$ cat config.mk
export PLATFORM = sky130hd
export DESIGN_NAME = rft_field_tx
export DESIGN_NICKNAME = d
export VERILOG_FILES = /design/src/logic/rft_pkg.sv /design/src/logic/rft_field_tx.sv /design/src/logic/rft_sync.sv /design/src/logic/rft_drv_stage.sv
export SDC_FILE = /design/constraint.sdc
export NUM_CORES = 1
export LEC_CHECK = 0
export BUFFER_PORTS_ARGS = -buffer_cell sky130_fd_sc_hd__buf_2
export CELL_PAD_IN_SITES_DETAIL_PLACEMENT = 0
export CELL_PAD_IN_SITES_GLOBAL_PLACEMENT = 1
export CORE_MARGIN = 10
export CORE_UTILIZATION = 39
export CTS_CLUSTER_DIAMETER = 200
export DETAILED_ROUTE_END_ITERATION = 8
export HOLD_SLACK_MARGIN = 0.02
export PLACE_DENSITY = 0.79
export SLEW_MARGIN = 20
export SYNTH_ARGS = -nofsm -noshare
export SYNTH_HDL_FRONTEND = slang
export SYNTH_SLANG_ARGS = --single-unit
$ cat constraint.sdc
create_clock -name clk_sys -period 5.3 [get_ports clk_sys]
set_clock_uncertainty 0.1 [all_clocks]
set_input_delay 0.53 -clock clk_sys [delete_from_list [all_inputs] [get_ports clk_sys]]
set_output_delay 0.53 -clock clk_sys [all_outputs]
set_load 0.02 [all_outputs]
$ cat src/logic/rft_pkg.sv
`default_nettype none
package rft_pkg;

  // ----------------------------------------------------------------------
  // Clock and timing
  // ----------------------------------------------------------------------
  localparam int CLK_MHZ = 250;
  // Collision-avoidance listen window in microseconds.
  localparam int IDT_US = 100;
  localparam int IDT_CYCLES = IDT_US * CLK_MHZ;
  localparam int IDT_CNT_W = 24;

  // ----------------------------------------------------------------------
  // Register map (byte addresses)
  // ----------------------------------------------------------------------
  localparam int ADDR_W = 8;
  localparam logic [ADDR_W-1:0] ADDR_COMMAND = 8'h00;
  localparam logic [ADDR_W-1:0] ADDR_TX_CTRL = 8'h04;
  localparam logic [ADDR_W-1:0] ADDR_CLK_CTRL = 8'h08;
  localparam logic [ADDR_W-1:0] ADDR_FIELD_STATUS = 8'h0C;
  localparam logic [ADDR_W-1:0] ADDR_CARD_CTRL = 8'h10;
  localparam logic [ADDR_W-1:0] ADDR_CARD_STATUS = 8'h14;

  localparam int CMD_FIELD_ON_BIT = 0;
  localparam int CMD_FIELD_OFF_BIT = 1;
  localparam int CARD_ACT_CLR_BIT = 0;

  // ----------------------------------------------------------------------
  // Field layouts
  // ----------------------------------------------------------------------
  typedef enum logic [2:0] {
    MODE_HIZ = 3'h0,
    MODE_LOW = 3'h1,
    MODE_HIGH = 3'h2,
    MODE_LS_PULL = 3'h5,
    MODE_HS_PUSH = 3'h6,
    MODE_PUSH_PULL = 3'h7
  } rft_mode_t;

  typedef struct packed {
    logic glob_inv;
    logic drv_b_invert_card;
    logic drv_a_invert_card;
    logic drv_b_invert_reader;
    logic drv_a_invert_reader;
    logic [2:0] driver_mode_during_mod;
  } rft_clk_cfg_t;

  typedef struct packed {
    logic [1:0] rate;
    logic act_irq_en;
    logic card_role;
  } rft_card_cfg_t;

  // Gate controls of one driver; both low leaves the pin floating.
  typedef struct packed {
    logic hs_on;
    logic ls_on;
  } rft_drv_pins_t;

  // Decoded layer-3 command from the card-side receiver.
  typedef enum logic [1:0] {
    CMD_WAKE, CMD_ANTICOLL, CMD_SELECT, CMD_HALT
  } rft_card_cmd_t;

  typedef struct packed {
    logic valid;
    rft_card_cmd_t cmd;
    logic uid_match;
  } rft_rx_evt_t;

  typedef enum logic [1:0] {
    ANS_ATQA, ANS_UID, ANS_SAK
  } rft_answer_t;

  localparam logic [1:0] PEER_NONE = 2'h0;
  localparam logic [1:0] PEER_TYPE_A = 2'h1;
  localparam logic [1:0] PEER_FSIG = 2'h2;

  localparam logic [1:0] CAUSE_NONE = 2'h0;
  localparam logic [1:0] CAUSE_EXT_FIELD = 2'h1;

  localparam logic [4:0] RESID_RESET = 5'h00;
  localparam rft_clk_cfg_t CLK_CFG_RESET = '0;
  localparam rft_card_cfg_t CARD_CFG_RESET = '0;

  // Nominal residual carrier in percent, index = residual code.
  localparam logic [7*32-1:0] RESID_PCT = {
    7'd0, 7'd25, 7'd30, 7'd35, 7'd40, 7'd45, 7'd55, 7'd60,
    7'd65, 7'd68, 7'd70, 7'd72, 7'd74, 7'd75, 7'd76, 7'd77,
    7'd78, 7'd79, 7'd80, 7'd81, 7'd82, 7'd83, 7'd84, 7'd85,
    7'd86, 7'd87, 7'd89, 7'd91, 7'd94, 7'd96, 7'd98, 7'd100
  };

endpackage
`default_nettype wire

$ cat src/logic/rft_field_tx.sv
// The implementer's own choices: the register addresses and strobed register access.
`timescale 1ns/1ns
`default_nettype none
module rft_field_tx #(
  parameter int IDT_CYCLES = rft_pkg::IDT_CYCLES
) (
  // Clock and reset
  input wire logic clk_sys,
  input wire logic reset,
  // Register port
  input wire logic [rft_pkg::ADDR_W-1:0] reg_addr,
  input wire logic [31:0] reg_wdata,
  input wire logic reg_wr,
  input wire logic reg_rd,
  output logic [31:0] reg_rdata,
  // RF front-end pins
  input wire logic quartz_clk,
  input wire logic ext_field_det,
  // Transmit path from the framer
  input wire logic tx_envelope,
  // Amplitude measurement
  input wire logic meas_valid,
  input wire logic [6:0] meas_residual,
  // Card-side receiver
  input wire rft_pkg::rft_rx_evt_t rx_evt,
  input wire logic peer_type_a_seen,
  input wire logic peer_fsig_seen,
  // Antenna drivers
  output rft_pkg::rft_drv_pins_t antenna_drive_a,
  output rft_pkg::rft_drv_pins_t antenna_drive_b,
  // Residual carrier control
  output logic [4:0] mod_depth_trim,
  // Card answers
  output logic tx_answer_valid,
  output rft_pkg::rft_answer_t tx_answer_kind,
  output logic [1:0] card_rate,
  // Events
  output logic field_collision_error_irq,
  output logic card_activated_irq
);

  // ----------------------------------------------------------------------
  // Pin synchronisers
  // ----------------------------------------------------------------------
  logic [1:0] pins_sync;
  logic quartz_s;
  logic ext_field_s;

  rft_sync #(
    .W(2)
  ) u_sync (
    .clk_sys(clk_sys),
    .reset(reset),
    .async_in({quartz_clk, ext_field_det}),
    .sync_out(pins_sync)
  );

  assign quartz_s = pins_sync[1];
  assign ext_field_s = pins_sync[0];

  // ----------------------------------------------------------------------
  // Register decode
  // ----------------------------------------------------------------------
  logic wr_cmd;
  logic wr_tx;
  logic wr_clk;
  logic wr_card;
  logic wr_card_st;
  logic field_enable_instr;
  logic field_disable_instr;
  logic act_clr;

  assign wr_cmd = reg_wr && (reg_addr == rft_pkg::ADDR_COMMAND);
  assign wr_tx = reg_wr && (reg_addr == rft_pkg::ADDR_TX_CTRL);
  assign wr_clk = reg_wr && (reg_addr == rft_pkg::ADDR_CLK_CTRL);
  assign wr_card = reg_wr && (reg_addr == rft_pkg::ADDR_CARD_CTRL);
  assign wr_card_st = reg_wr && (reg_addr == rft_pkg::ADDR_CARD_STATUS);
  assign field_enable_instr = wr_cmd && reg_wdata[rft_pkg::CMD_FIELD_ON_BIT];
  assign field_disable_instr = wr_cmd && reg_wdata[rft_pkg::CMD_FIELD_OFF_BIT];
  assign act_clr = wr_card_st && reg_wdata[rft_pkg::CARD_ACT_CLR_BIT];

  // ----------------------------------------------------------------------
  // Configuration registers
  // ----------------------------------------------------------------------
  logic [4:0] resid_q;
  rft_pkg::rft_clk_cfg_t driver_clock_ctrl_reg_q;
  rft_pkg::rft_card_cfg_t card_cfg_q;

  always_ff @(posedge clk_sys) begin
    if (reset) begin
      resid_q <= rft_pkg::RESID_RESET;
      driver_clock_ctrl_reg_q <= rft_pkg::CLK_CFG_RESET;
      card_cfg_q <= rft_pkg::CARD_CFG_RESET;
    end else begin
      if (wr_tx) begin
        resid_q <= reg_wdata[4:0];
      end
      if (wr_clk) begin
        driver_clock_ctrl_reg_q <= reg_wdata[$bits(rft_pkg::rft_clk_cfg_t)-1:0];
      end
      if (wr_card) begin
        card_cfg_q <= reg_wdata[$bits(rft_pkg::rft_card_cfg_t)-1:0];
      end
    end
  end

  assign card_rate = card_cfg_q.rate;

  // ----------------------------------------------------------------------
  // Field switch-on with collision avoidance
  // ----------------------------------------------------------------------
  typedef enum logic [1:0] {
    FLD_OFF, FLD_LISTEN, FLD_ON
  } rft_fld_state_t;

  rft_fld_state_t fld_q;
  rft_fld_state_t fld_d;
  logic [rft_pkg::IDT_CNT_W-1:0] idt_cnt_q;
  logic [rft_pkg::IDT_CNT_W-1:0] idt_cnt_d;
  logic idt_done;
  logic coll_err_q;
  logic coll_set;
  logic [1:0] cause_q;
  logic carrier_on;

  assign idt_done = (idt_cnt_q == rft_pkg::IDT_CNT_W'(IDT_CYCLES - 1));
  assign coll_set = (fld_q == FLD_LISTEN) && ext_field_s;
  assign carrier_on = (fld_q == FLD_ON);

  always_comb begin
    fld_d = fld_q;
    idt_cnt_d = idt_cnt_q;
    case (fld_q)
      FLD_OFF: begin
        if (field_enable_instr) begin
          fld_d = FLD_LISTEN;
          idt_cnt_d = '0;
        end
      end
      FLD_LISTEN: begin
        idt_cnt_d = idt_cnt_q + 1'b1;
        if (field_disable_instr || ext_field_s) begin
          fld_d = FLD_OFF;
        end else if (idt_done) begin
          fld_d = FLD_ON;
        end
      end
      FLD_ON: begin
        if (field_disable_instr) begin
          fld_d = FLD_OFF;
        end
      end
      default: fld_d = FLD_OFF;
    endcase
  end

  always_ff @(posedge clk_sys) begin
    if (reset) begin
      fld_q <= FLD_OFF;
      idt_cnt_q <= '0;
    end else begin
      fld_q <= fld_d;
      idt_cnt_q <= idt_cnt_d;
    end
  end

  // The error and its cause stand until the next field-on attempt.
  always_ff @(posedge clk_sys) begin
    if (reset) begin
      coll_err_q <= 1'b0;
      cause_q <= rft_pkg::CAUSE_NONE;
    end else if (coll_set) begin
      coll_err_q <= 1'b1;
      cause_q <= rft_pkg::CAUSE_EXT_FIELD;
    end else if (field_enable_instr && fld_q == FLD_OFF) begin
      coll_err_q <= 1'b0;
      cause_q <= rft_pkg::CAUSE_NONE;
    end
  end

  assign field_collision_error_irq = coll_err_q;

  // ----------------------------------------------------------------------
  // Carrier clock: quartz halved
  // ----------------------------------------------------------------------
  logic quartz_prev_q;
  logic carrier_clk_q;

  always_ff @(posedge clk_sys) begin
    if (reset) begin
      quartz_prev_q <= 1'b0;
      carrier_clk_q <= 1'b0;
    end else begin
      quartz_prev_q <= quartz_s;
      if (quartz_s && !quartz_prev_q) begin
        carrier_clk_q <= !carrier_clk_q;
      end
    end
  end

  // ----------------------------------------------------------------------
  // Driver stages
  // ----------------------------------------------------------------------
  logic inv_a;
  logic inv_b;
  logic pol_a;
  logic pol_b;
  logic env_mod;

  // Card emulation uses its own inversion pair, except in the high-side and low-side modes, which keep the reader pair.
  assign inv_a = card_cfg_q.card_role ? driver_clock_ctrl_reg_q.drv_a_invert_card
                                      : driver_clock_ctrl_reg_q.drv_a_invert_reader;
  assign inv_b = card_cfg_q.card_role ? driver_clock_ctrl_reg_q.drv_b_invert_card
                                      : driver_clock_ctrl_reg_q.drv_b_invert_reader;
  assign pol_a = driver_clock_ctrl_reg_q.glob_inv ^ inv_a;
  assign pol_b = driver_clock_ctrl_reg_q.glob_inv ^ inv_b;
  assign env_mod = tx_envelope;

  // Both stages share one mode field; there is no per-driver mode.
  rft_drv_stage u_drv_a (
    .clk_sys(clk_sys),
    .reset(reset),
    .carrier_en(carrier_on),
    .env_mod(env_mod),
    .mode(driver_clock_ctrl_reg_q.driver_mode_during_mod),
    .carrier_clk(carrier_clk_q),
    .pol_pp(pol_a),
    .pol_hs(driver_clock_ctrl_reg_q.drv_b_invert_reader),
    .pol_ls(driver_clock_ctrl_reg_q.drv_a_invert_reader),
    .pins(antenna_drive_a)
  );

  rft_drv_stage u_drv_b (
    .clk_sys(clk_sys),
    .reset(reset),
    .carrier_en(carrier_on),
    .env_mod(env_mod),
    .mode(driver_clock_ctrl_reg_q.driver_mode_during_mod),
    .carrier_clk(carrier_clk_q),
    .pol_pp(pol_b),
    .pol_hs(driver_clock_ctrl_reg_q.drv_b_invert_reader),
    .pol_ls(driver_clock_ctrl_reg_q.drv_a_invert_reader),
    .pins(antenna_drive_b)
  );

  // ----------------------------------------------------------------------
  // Residual carrier loop
  // ----------------------------------------------------------------------
  logic [6:0] resid_target;
  logic loop_active;
  logic too_high;
  logic too_low;
  logic [4:0] trim_q;

  assign resid_target = rft_pkg::RESID_PCT[resid_q*7 +: 7];
  // Only meaningful while the partial-depth mode is selected.
  assign loop_active = carrier_on && meas_valid
                    && (driver_clock_ctrl_reg_q.driver_mode_during_mod
                        == rft_pkg::MODE_PUSH_PULL);
  assign too_high = meas_residual > resid_target;
  assign too_low = meas_residual < resid_target;

  // One step per measurement keeps the loop slow but stable.
  always_ff @(posedge clk_sys) begin
    if (reset) begin
      trim_q <= rft_pkg::RESID_RESET;
    end else if (loop_active) begin
      if (too_high && trim_q != 5'h1F) begin
        trim_q <= trim_q + 5'h01;
      end else if (too_low && trim_q != 5'h00) begin
        trim_q <= trim_q - 5'h01;
      end
    end
  end

  assign mod_depth_trim = trim_q;

  // ----------------------------------------------------------------------
  // Card-role activation
  // ----------------------------------------------------------------------
  typedef enum logic [1:0] {
    CARD_IDLE, CARD_READY, CARD_ACTIVE, CARD_HALT
  } rft_card_state_t;

  rft_card_state_t card_q;
  rft_card_state_t card_d;
  logic ans_d;
  rft_pkg::rft_answer_t ans_kind_d;
  logic ans_q;
  rft_pkg::rft_answer_t ans_kind_q;
  logic act_set;
  logic activated_q;
  logic card_live;

  assign card_live = card_cfg_q.card_role && ext_field_s;

  always_comb begin
    card_d = card_q;
    ans_d = 1'b0;
    ans_kind_d = rft_pkg::ANS_ATQA;
    act_set = 1'b0;
    if (!card_live) begin
      card_d = CARD_IDLE;
    end else if (rx_evt.valid) begin
      case (card_q)
        CARD_IDLE, CARD_HALT: begin
          if (rx_evt.cmd == rft_pkg::CMD_WAKE) begin
            card_d = CARD_READY;
            ans_d = 1'b1;
            ans_kind_d = rft_pkg::ANS_ATQA;
          end
        end
        CARD_READY: begin
          if (rx_evt.cmd == rft_pkg::CMD_ANTICOLL) begin
            ans_d = 1'b1;
            ans_kind_d = rft_pkg::ANS_UID;
          end else if (rx_evt.cmd == rft_pkg::CMD_SELECT && rx_evt.uid_match) begin
            card_d = CARD_ACTIVE;
            ans_d = 1'b1;
            ans_kind_d = rft_pkg::ANS_SAK;
            act_set = 1'b1;
          end else begin
            card_d = CARD_IDLE;
          end
        end
        // Beyond activation the host owns the protocol.
        CARD_ACTIVE: begin
          if (rx_evt.cmd == rft_pkg::CMD_HALT) begin
            card_d = CARD_HALT;
          end
        end
        default: card_d = CARD_IDLE;
      endcase
    end
  end

  always_ff @(posedge clk_sys) begin
    if (reset) begin
      card_q <= CARD_IDLE;
      ans_q <= 1'b0;
      ans_kind_q <= rft_pkg::ANS_ATQA;
    end else begin
      card_q <= card_d;
      ans_q <= ans_d;
      ans_kind_q <= ans_kind_d;
    end
  end

  // Set wins over a software clear in the same cycle.
  always_ff @(posedge clk_sys) begin
    if (reset) begin
      activated_q <= 1'b0;
    end else if (act_set) begin
      activated_q <= 1'b1;
    end else if (act_clr) begin
      activated_q <= 1'b0;
    end
  end

  assign tx_answer_valid = ans_q;
  assign tx_answer_kind = ans_kind_q;
  assign card_activated_irq = activated_q && card_cfg_q.act_irq_en;

  // ----------------------------------------------------------------------
  // Mode detector
  // ----------------------------------------------------------------------
  logic [1:0] peer_q;

  always_ff @(posedge clk_sys) begin
    if (reset) begin
      peer_q <= rft_pkg::PEER_NONE;
    end else if (!card_live) begin
      peer_q <= rft_pkg::PEER_NONE;
    end else if (peer_type_a_seen) begin
      peer_q <= rft_pkg::PEER_TYPE_A;
    end else if (peer_fsig_seen) begin
      peer_q <= rft_pkg::PEER_FSIG;
    end
  end

  // ----------------------------------------------------------------------
  // Read path
  // ----------------------------------------------------------------------
  logic [31:0] rd_field_status;
  logic [31:0] rd_card_status;
  logic [31:0] rd_mux;
  logic [31:0] rdata_q;

  assign rd_field_status = {26'h0, cause_q, ext_field_s, coll_err_q,
                            (fld_q == FLD_LISTEN), carrier_on};
  assign rd_card_status = {23'h0, trim_q, ext_field_s, peer_q, activated_q};
  assign rd_mux =
      (reg_addr == rft_pkg::ADDR_TX_CTRL) ? {27'h0, resid_q} :
      (reg_addr == rft_pkg::ADDR_CLK_CTRL) ? {24'h0, driver_clock_ctrl_reg_q} :
      (reg_addr == rft_pkg::ADDR_FIELD_STATUS) ? rd_field_status :
      (reg_addr == rft_pkg::ADDR_CARD_CTRL) ? {28'h0, card_cfg_q} :
      (reg_addr == rft_pkg::ADDR_CARD_STATUS) ? rd_card_status :
      32'h0;

  always_ff @(posedge clk_sys) begin
    if (reset) begin
      rdata_q <= 32'h0;
    end else begin
      rdata_q <= reg_rd ? rd_mux : 32'h0;
    end
  end

  assign reg_rdata = rdata_q;

endmodule
`default_nettype wire

$ cat src/logic/rft_sync.sv
`timescale 1ns/1ns
`default_nettype none
module rft_sync #(
  parameter int W = 1
) (
  // Clock and reset
  input wire logic clk_sys,
  input wire logic reset,
  // Asynchronous level in, synchronised level out
  input wire logic [W-1:0] async_in,
  output logic [W-1:0] sync_out
);

  logic [W-1:0] meta_q;
  logic [W-1:0] sync_q;

  always_ff @(posedge clk_sys) begin
    if (reset) begin
      meta_q <= '0;
      sync_q <= '0;
    end else begin
      meta_q <= async_in;
      sync_q <= meta_q;
    end
  end

  assign sync_out = sync_q;

endmodule
`default_nettype wire

$ cat src/logic/rft_drv_stage.sv
`timescale 1ns/1ns
`default_nettype none
module rft_drv_stage (
  // Clock and reset
  input wire logic clk_sys,
  input wire logic reset,
  // Control
  input wire logic carrier_en,
  input wire logic env_mod,
  input wire logic [2:0] mode,
  input wire logic carrier_clk,
  input wire logic pol_pp,
  input wire logic pol_hs,
  input wire logic pol_ls,
  // Driver gates
  output rft_pkg::rft_drv_pins_t pins
);

  logic c_pp;
  logic c_hs;
  logic c_ls;
  rft_pkg::rft_drv_pins_t pins_d;
  rft_pkg::rft_drv_pins_t pins_q;

  assign c_pp = carrier_clk ^ pol_pp;
  assign c_hs = carrier_clk ^ pol_hs;
  assign c_ls = carrier_clk ^ pol_ls;

  always_comb begin
    pins_d = '0;
    if (!carrier_en) begin
      pins_d = '0;
    end else if (!env_mod) begin
      pins_d = '{hs_on: c_pp, ls_on: !c_pp};
    end else begin
      case (mode)
        rft_pkg::MODE_HIZ: pins_d = '0;
        rft_pkg::MODE_LOW: pins_d = '{hs_on: 1'b0, ls_on: 1'b1};
        rft_pkg::MODE_HIGH: pins_d = '{hs_on: 1'b1, ls_on: 1'b0};
        rft_pkg::MODE_HS_PUSH: pins_d = '{hs_on: c_hs, ls_on: 1'b0};
        rft_pkg::MODE_LS_PULL: pins_d = '{hs_on: 1'b0, ls_on: c_ls};
        // The envelope no longer gates the clock here.
        rft_pkg::MODE_PUSH_PULL: pins_d = '{hs_on: c_pp, ls_on: !c_pp};
        default: pins_d = '0;
      endcase
    end
  end

  always_ff @(posedge clk_sys) begin
    if (reset) begin
      pins_q <= '0;
    end else begin
      pins_q <= pins_d;
    end
  end

  assign pins = pins_q;

endmodule
`default_nettype wire

==> impl_results.md <==
* Launch point of the worst reg-to-reg path: resid_q[1]
* Hold bufs inserted after CTS at 0
* Cell leakage power at between 2 and 2.5 nW
* Post-synthesis instance total at approximately 550
* Post-route insts no fill at ~740
* Via count at 3844
* Startpoint of the worst setup timing path: resid_q[1]
* Synthesized area per cell at 8.212 µm²
* Global route overflow at 0
* Number of buffers created by CTS at 9
* Flip-flop and latch count after synthesis at 76
* Cell-internal power at just over 0.0009 W
* Setup Total Neg Slack at 0 ns
* Max Root-Sink Buffers at 2
* Share of total power consumed by net switching at 24.41%
* Minimum clock period after layout at 4.422 ns
* Cell breakdown of the critical path: inv_1 -> ha_1 -> maj3_1 -> o211a_1 -> a311oi_1 -> ha_1 -> nand2_1 -> o21a_1 -> o211ai_1 -> nand2b_1 -> inv_1 -> fa_1 -> nand2b_1 -> a21oi_1 -> nor3b_1 -> mux2i_1 -> mux2_2
* Effective utilization at floorplan at 39.53%
* Post-synthesis cell type with the largest combined area: sky130_fd_sc_hd__dfxtp_1
* Post-synthesis cell area at 0.004476 mm²
* Antenna violations before repair at 1
* Fin. max-slew vios at 0
* Ys async rst share at 0%
* Setup bufs post-CTS at 0
* Count of max-cap constraint violations at 0
* First DRT Iteration DRCs at 237
* Number of distinct standard cells referenced by the synthesized netlist at 62
* Critical Path End Type: flip-flop
* Final setup viols at 0
* CP Data Arrival Time at 4.54 ns
* Sequential group share of total power at 47.6%
* Pre-CTS worst setup slack at 0.9402 ns
* Number of sinks on the clock net at 76
* Worst vdd rail ir drop at roughly 0.00017 V
* Final #Nets at between 600 and 700
* Startpoint class of the critical path: flip-flop
* First-pass GRT wire length at 18160 µm
* Power per Cell Area at 241.3 mW/mm²
* Commonest cells after routing, fill and taps aside: 76 x sky130_fd_sc_hd__nor2_1, 76 x sky130_fd_sc_hd__dfxtp_1, 61 x sky130_fd_sc_hd__buf_2, 40 x sky130_fd_sc_hd__nand2_1, 28 x sky130_fd_sc_hd__a21oi_1
* Sequential share of the synthesized area at 33.99%
* Top-area cell type share of the netlist area at 33.99%
* Maximum clock rate at 226.2 MHz
* Fill cell count at 1138
* Switching power summed over all nets at 0.0002954 W
* Hold Violations, Final at 0
* Drt via density at between 5 and 6
* TritonCTS clock tree: yes
* Most area-consuming cells after synthesis: sky130_fd_sc_hd__dfxtp_1 34%, sky130_fd_sc_hd__nor2_1 6.4%, sky130_fd_sc_hd__ha_1 5.9%, sky130_fd_sc_hd__mux2i_1 5.6%, sky130_fd_sc_hd__buf_4 4.2%
* Placement Rows at 39
* Floorplan die area at 0.01616 mm²
* Worst setup margin at 0.8782 ns
* Largest stage delay on the critical path at 0.59 ns
* Die outline height at about 130 µm
* Design area at 0.005014 mm²
* Core region area at between 0.01 and 0.015 mm²
* Later-pin clock latency in the skew report at 0.33 ns
* Setup repair after global routing missed its margin: false
* Number of global-route vias before repair at 3573
* Proportion of layout cells with a drive suffix above 1 at around 15%
* H-tree Lvls at 3
* Post-DRT Antenna Nets at 0
* Cell with the largest stage delay on the worst path: sky130_fd_sc_hd__dfxtp_1
* Path type of the worst setup path: flip-flop to flip-flop
* Dominant register cell in the synthesized netlist: sky130_fd_sc_hd__dfxtp_1
* Run status: completed
* Clk pwr share at between 40 and 50%
* Start point of the worst hold path: peer_type_a_seen
* Final weighted congestion in routability-driven placement at 0.8432
* Root Buffer: sky130_fd_sc_hd__clkbuf_16
* Worst slew pin tran at 0.9897 ns
* Number of search-and-repair iterations in the first detailed-routing pass at 5
* Cell area reported after detailed placement at ~0.0047 mm²
* Routed wirelength normalized by instance count at roughly 15 µm
* Port buffer count at 61
* Final critical-path share of the clock period at 83.43%
* Hpwl dp at 8705 µm
* DRC violation count after routing at 0
* Number of primary I/O pins at 109
* Remaining max-slew budget at the tightest pin at 33.09%
* Worst min-delay path category: input port to flip-flop
* Die X-Extent at 127.1 µm
* Data required, critical path at about 5.4 ns
* Hold slack final at 0.2770 ns
* EDFF count, synth at 0
* CP max FO at 14
* Number of placed instances with taps included at 722
* Pin count of the biggest net entering global routing at 46
* Cells resized by post-CTS repair at 0
* Combinational power share at 6.9%
* Area growth from synthesis to final layout at 12.02%
* Global-route usage over all layers at 13.45%
* Number of warnings printed during yosys synthesis at 0
* Clock edge transition at the registers on the reported setup and hold paths at 0.06 ns
* Total Wirelength at 11330 µm
-- flip-flops by register name, summed over array words and instances (netlist names), 2 cells and up --
register                 flops
idt_cnt_q                   24
reg_rdata                    9
driver_clock_ctrl_reg_q      8
mod_depth_trim               5
resid_q                      5
card_cfg_q                   2
card_q                       2
card_rate                    2
fld_q                        2
peer_q                       2
tx_answer_kind               2
u_drv_a.pins                 2
u_drv_b.pins                 2
u_sync.meta_q                2
u_sync.sync_out              2
-- cell type report --
cell class	instances	area, µm²	area share, %
clock inverter	7	43.79	0.8735
tap	143	178.9	3.569
inverter	23	86.33	1.722
multi-input combinational	419	2650	52.86
sequential	76	1521	30.35
antenna	1	2.502	0.04991
clock buffer	9	225.2	4.492
timing repair buffer	61	305.3	6.089
-- stage by stage --
step	power (W)	util, %
finish	0.001210	44.29
global route	0.001256	44.26
CTS	0.001222	44.26
detailed placement	0.0006713	41.89
global placement	0.0006700	41.89
floorplan	0.0006566	-
-- worst max-delay path: cells and delay by family, from the launching register on --
family | cells | cell delay [ns]
buffers and inverters | 2 | 0.23
muxes | 2 | 0.38
DFF | 1 | 0.59
and+or+nand+nor | 4 | 0.65
AOI/OAI and AO/OA | 5 | 1.01
adders and majority gates | 4 | 1.33
-- final timing paths --
path / to / depth (start not counted) / slack [ns]
setup / recovery: mod_depth_trim[4] / 17 / 0.88
hold / removal: peer_q[1] / 2 / 0.28
setup reg to reg: mod_depth_trim[4] / 17 / 0.88
hold reg to reg: u_sync.sync_out[0] / 1 / 0.34
-- power by group through the flow --
stage,logic [W],clock network (W),registers (W)
after floorplan,0.0000691,0,0.000587
after global placement,0.0000816,0,0.000588
after detailed placement,0.0000829,0,0.000588
after CTS,0.0000832,0.000563,0.000576
after global routing,0.0000935,0.000586,0.000576
final,0.0000840,0.000550,0.000576
-- metal layers --
metal	GRT usage [%]	vias up	part of all wire, %
met1	16.97	1787	46
met5	0	-	0
met4	3.617	0	0.59
met2	22.17	104	47
li1	-	1949	-
met3	3.515	4	6.0
-- cell families after synthesis --
logic type | Yosys count | synth area share (%)
XOR/XNOR | 29 | 5.675
flip-flops | 76 | 33.99
buffers and inverters | 72 | 8.638
AO/OA/AOI/OAI | 86 | 12.39
multiplexers | 30 | 6.849
other | 1 | 0.08379
adder cells (fa/ha/maj) | 24 | 6.765
AND/OR/NAND/NOR | 227 | 25.61
-- synth_stat cells (2+ instances only) --
library cell                count
sky130_fd_sc_hd__dfxtp_1       76
sky130_fd_sc_hd__nor4b_1        6
sky130_fd_sc_hd__a2bb2oi_1      2
sky130_fd_sc_hd__a22oi_1        4
sky130_fd_sc_hd__and2_1         5
sky130_fd_sc_hd__a211o_1        2
sky130_fd_sc_hd__a211oi_1       4
sky130_fd_sc_hd__nor2_1        76
sky130_fd_sc_hd__buf_6          3
sky130_fd_sc_hd__ha_1          21
sky130_fd_sc_hd__mux2_2         5
sky130_fd_sc_hd__a311oi_1       2
sky130_fd_sc_hd__nand4b_1       2
sky130_fd_sc_hd__o41ai_1        2
sky130_fd_sc_hd__nor3_1        19
sky130_fd_sc_hd__nand2_1       40
sky130_fd_sc_hd__nor4_1        11
sky130_fd_sc_hd__a221oi_1       3
sky130_fd_sc_hd__o211ai_1       2
sky130_fd_sc_hd__o21ai_0       21
sky130_fd_sc_hd__nand3_1       14
sky130_fd_sc_hd__and4_1         5
sky130_fd_sc_hd__nand4_1       10
sky130_fd_sc_hd__inv_1         22
sky130_fd_sc_hd__maj3_1         2
sky130_fd_sc_hd__a21oi_1       28
sky130_fd_sc_hd__nor2b_1       14
sky130_fd_sc_hd__o32ai_1        2
sky130_fd_sc_hd__xor2_1        10
sky130_fd_sc_hd__xnor2_1       19
sky130_fd_sc_hd__or2_2          2
sky130_fd_sc_hd__clkbuf_1      20
sky130_fd_sc_hd__a21o_1         2
sky130_fd_sc_hd__buf_4         25
sky130_fd_sc_hd__nand3b_1       2
sky130_fd_sc_hd__nand2b_1       7
sky130_fd_sc_hd__mux2i_1       25
sky130_fd_sc_hd__or3_1          3
sky130_fd_sc_hd__and3_1         4
Note: power is estimated with default switching activity, not from simulation.
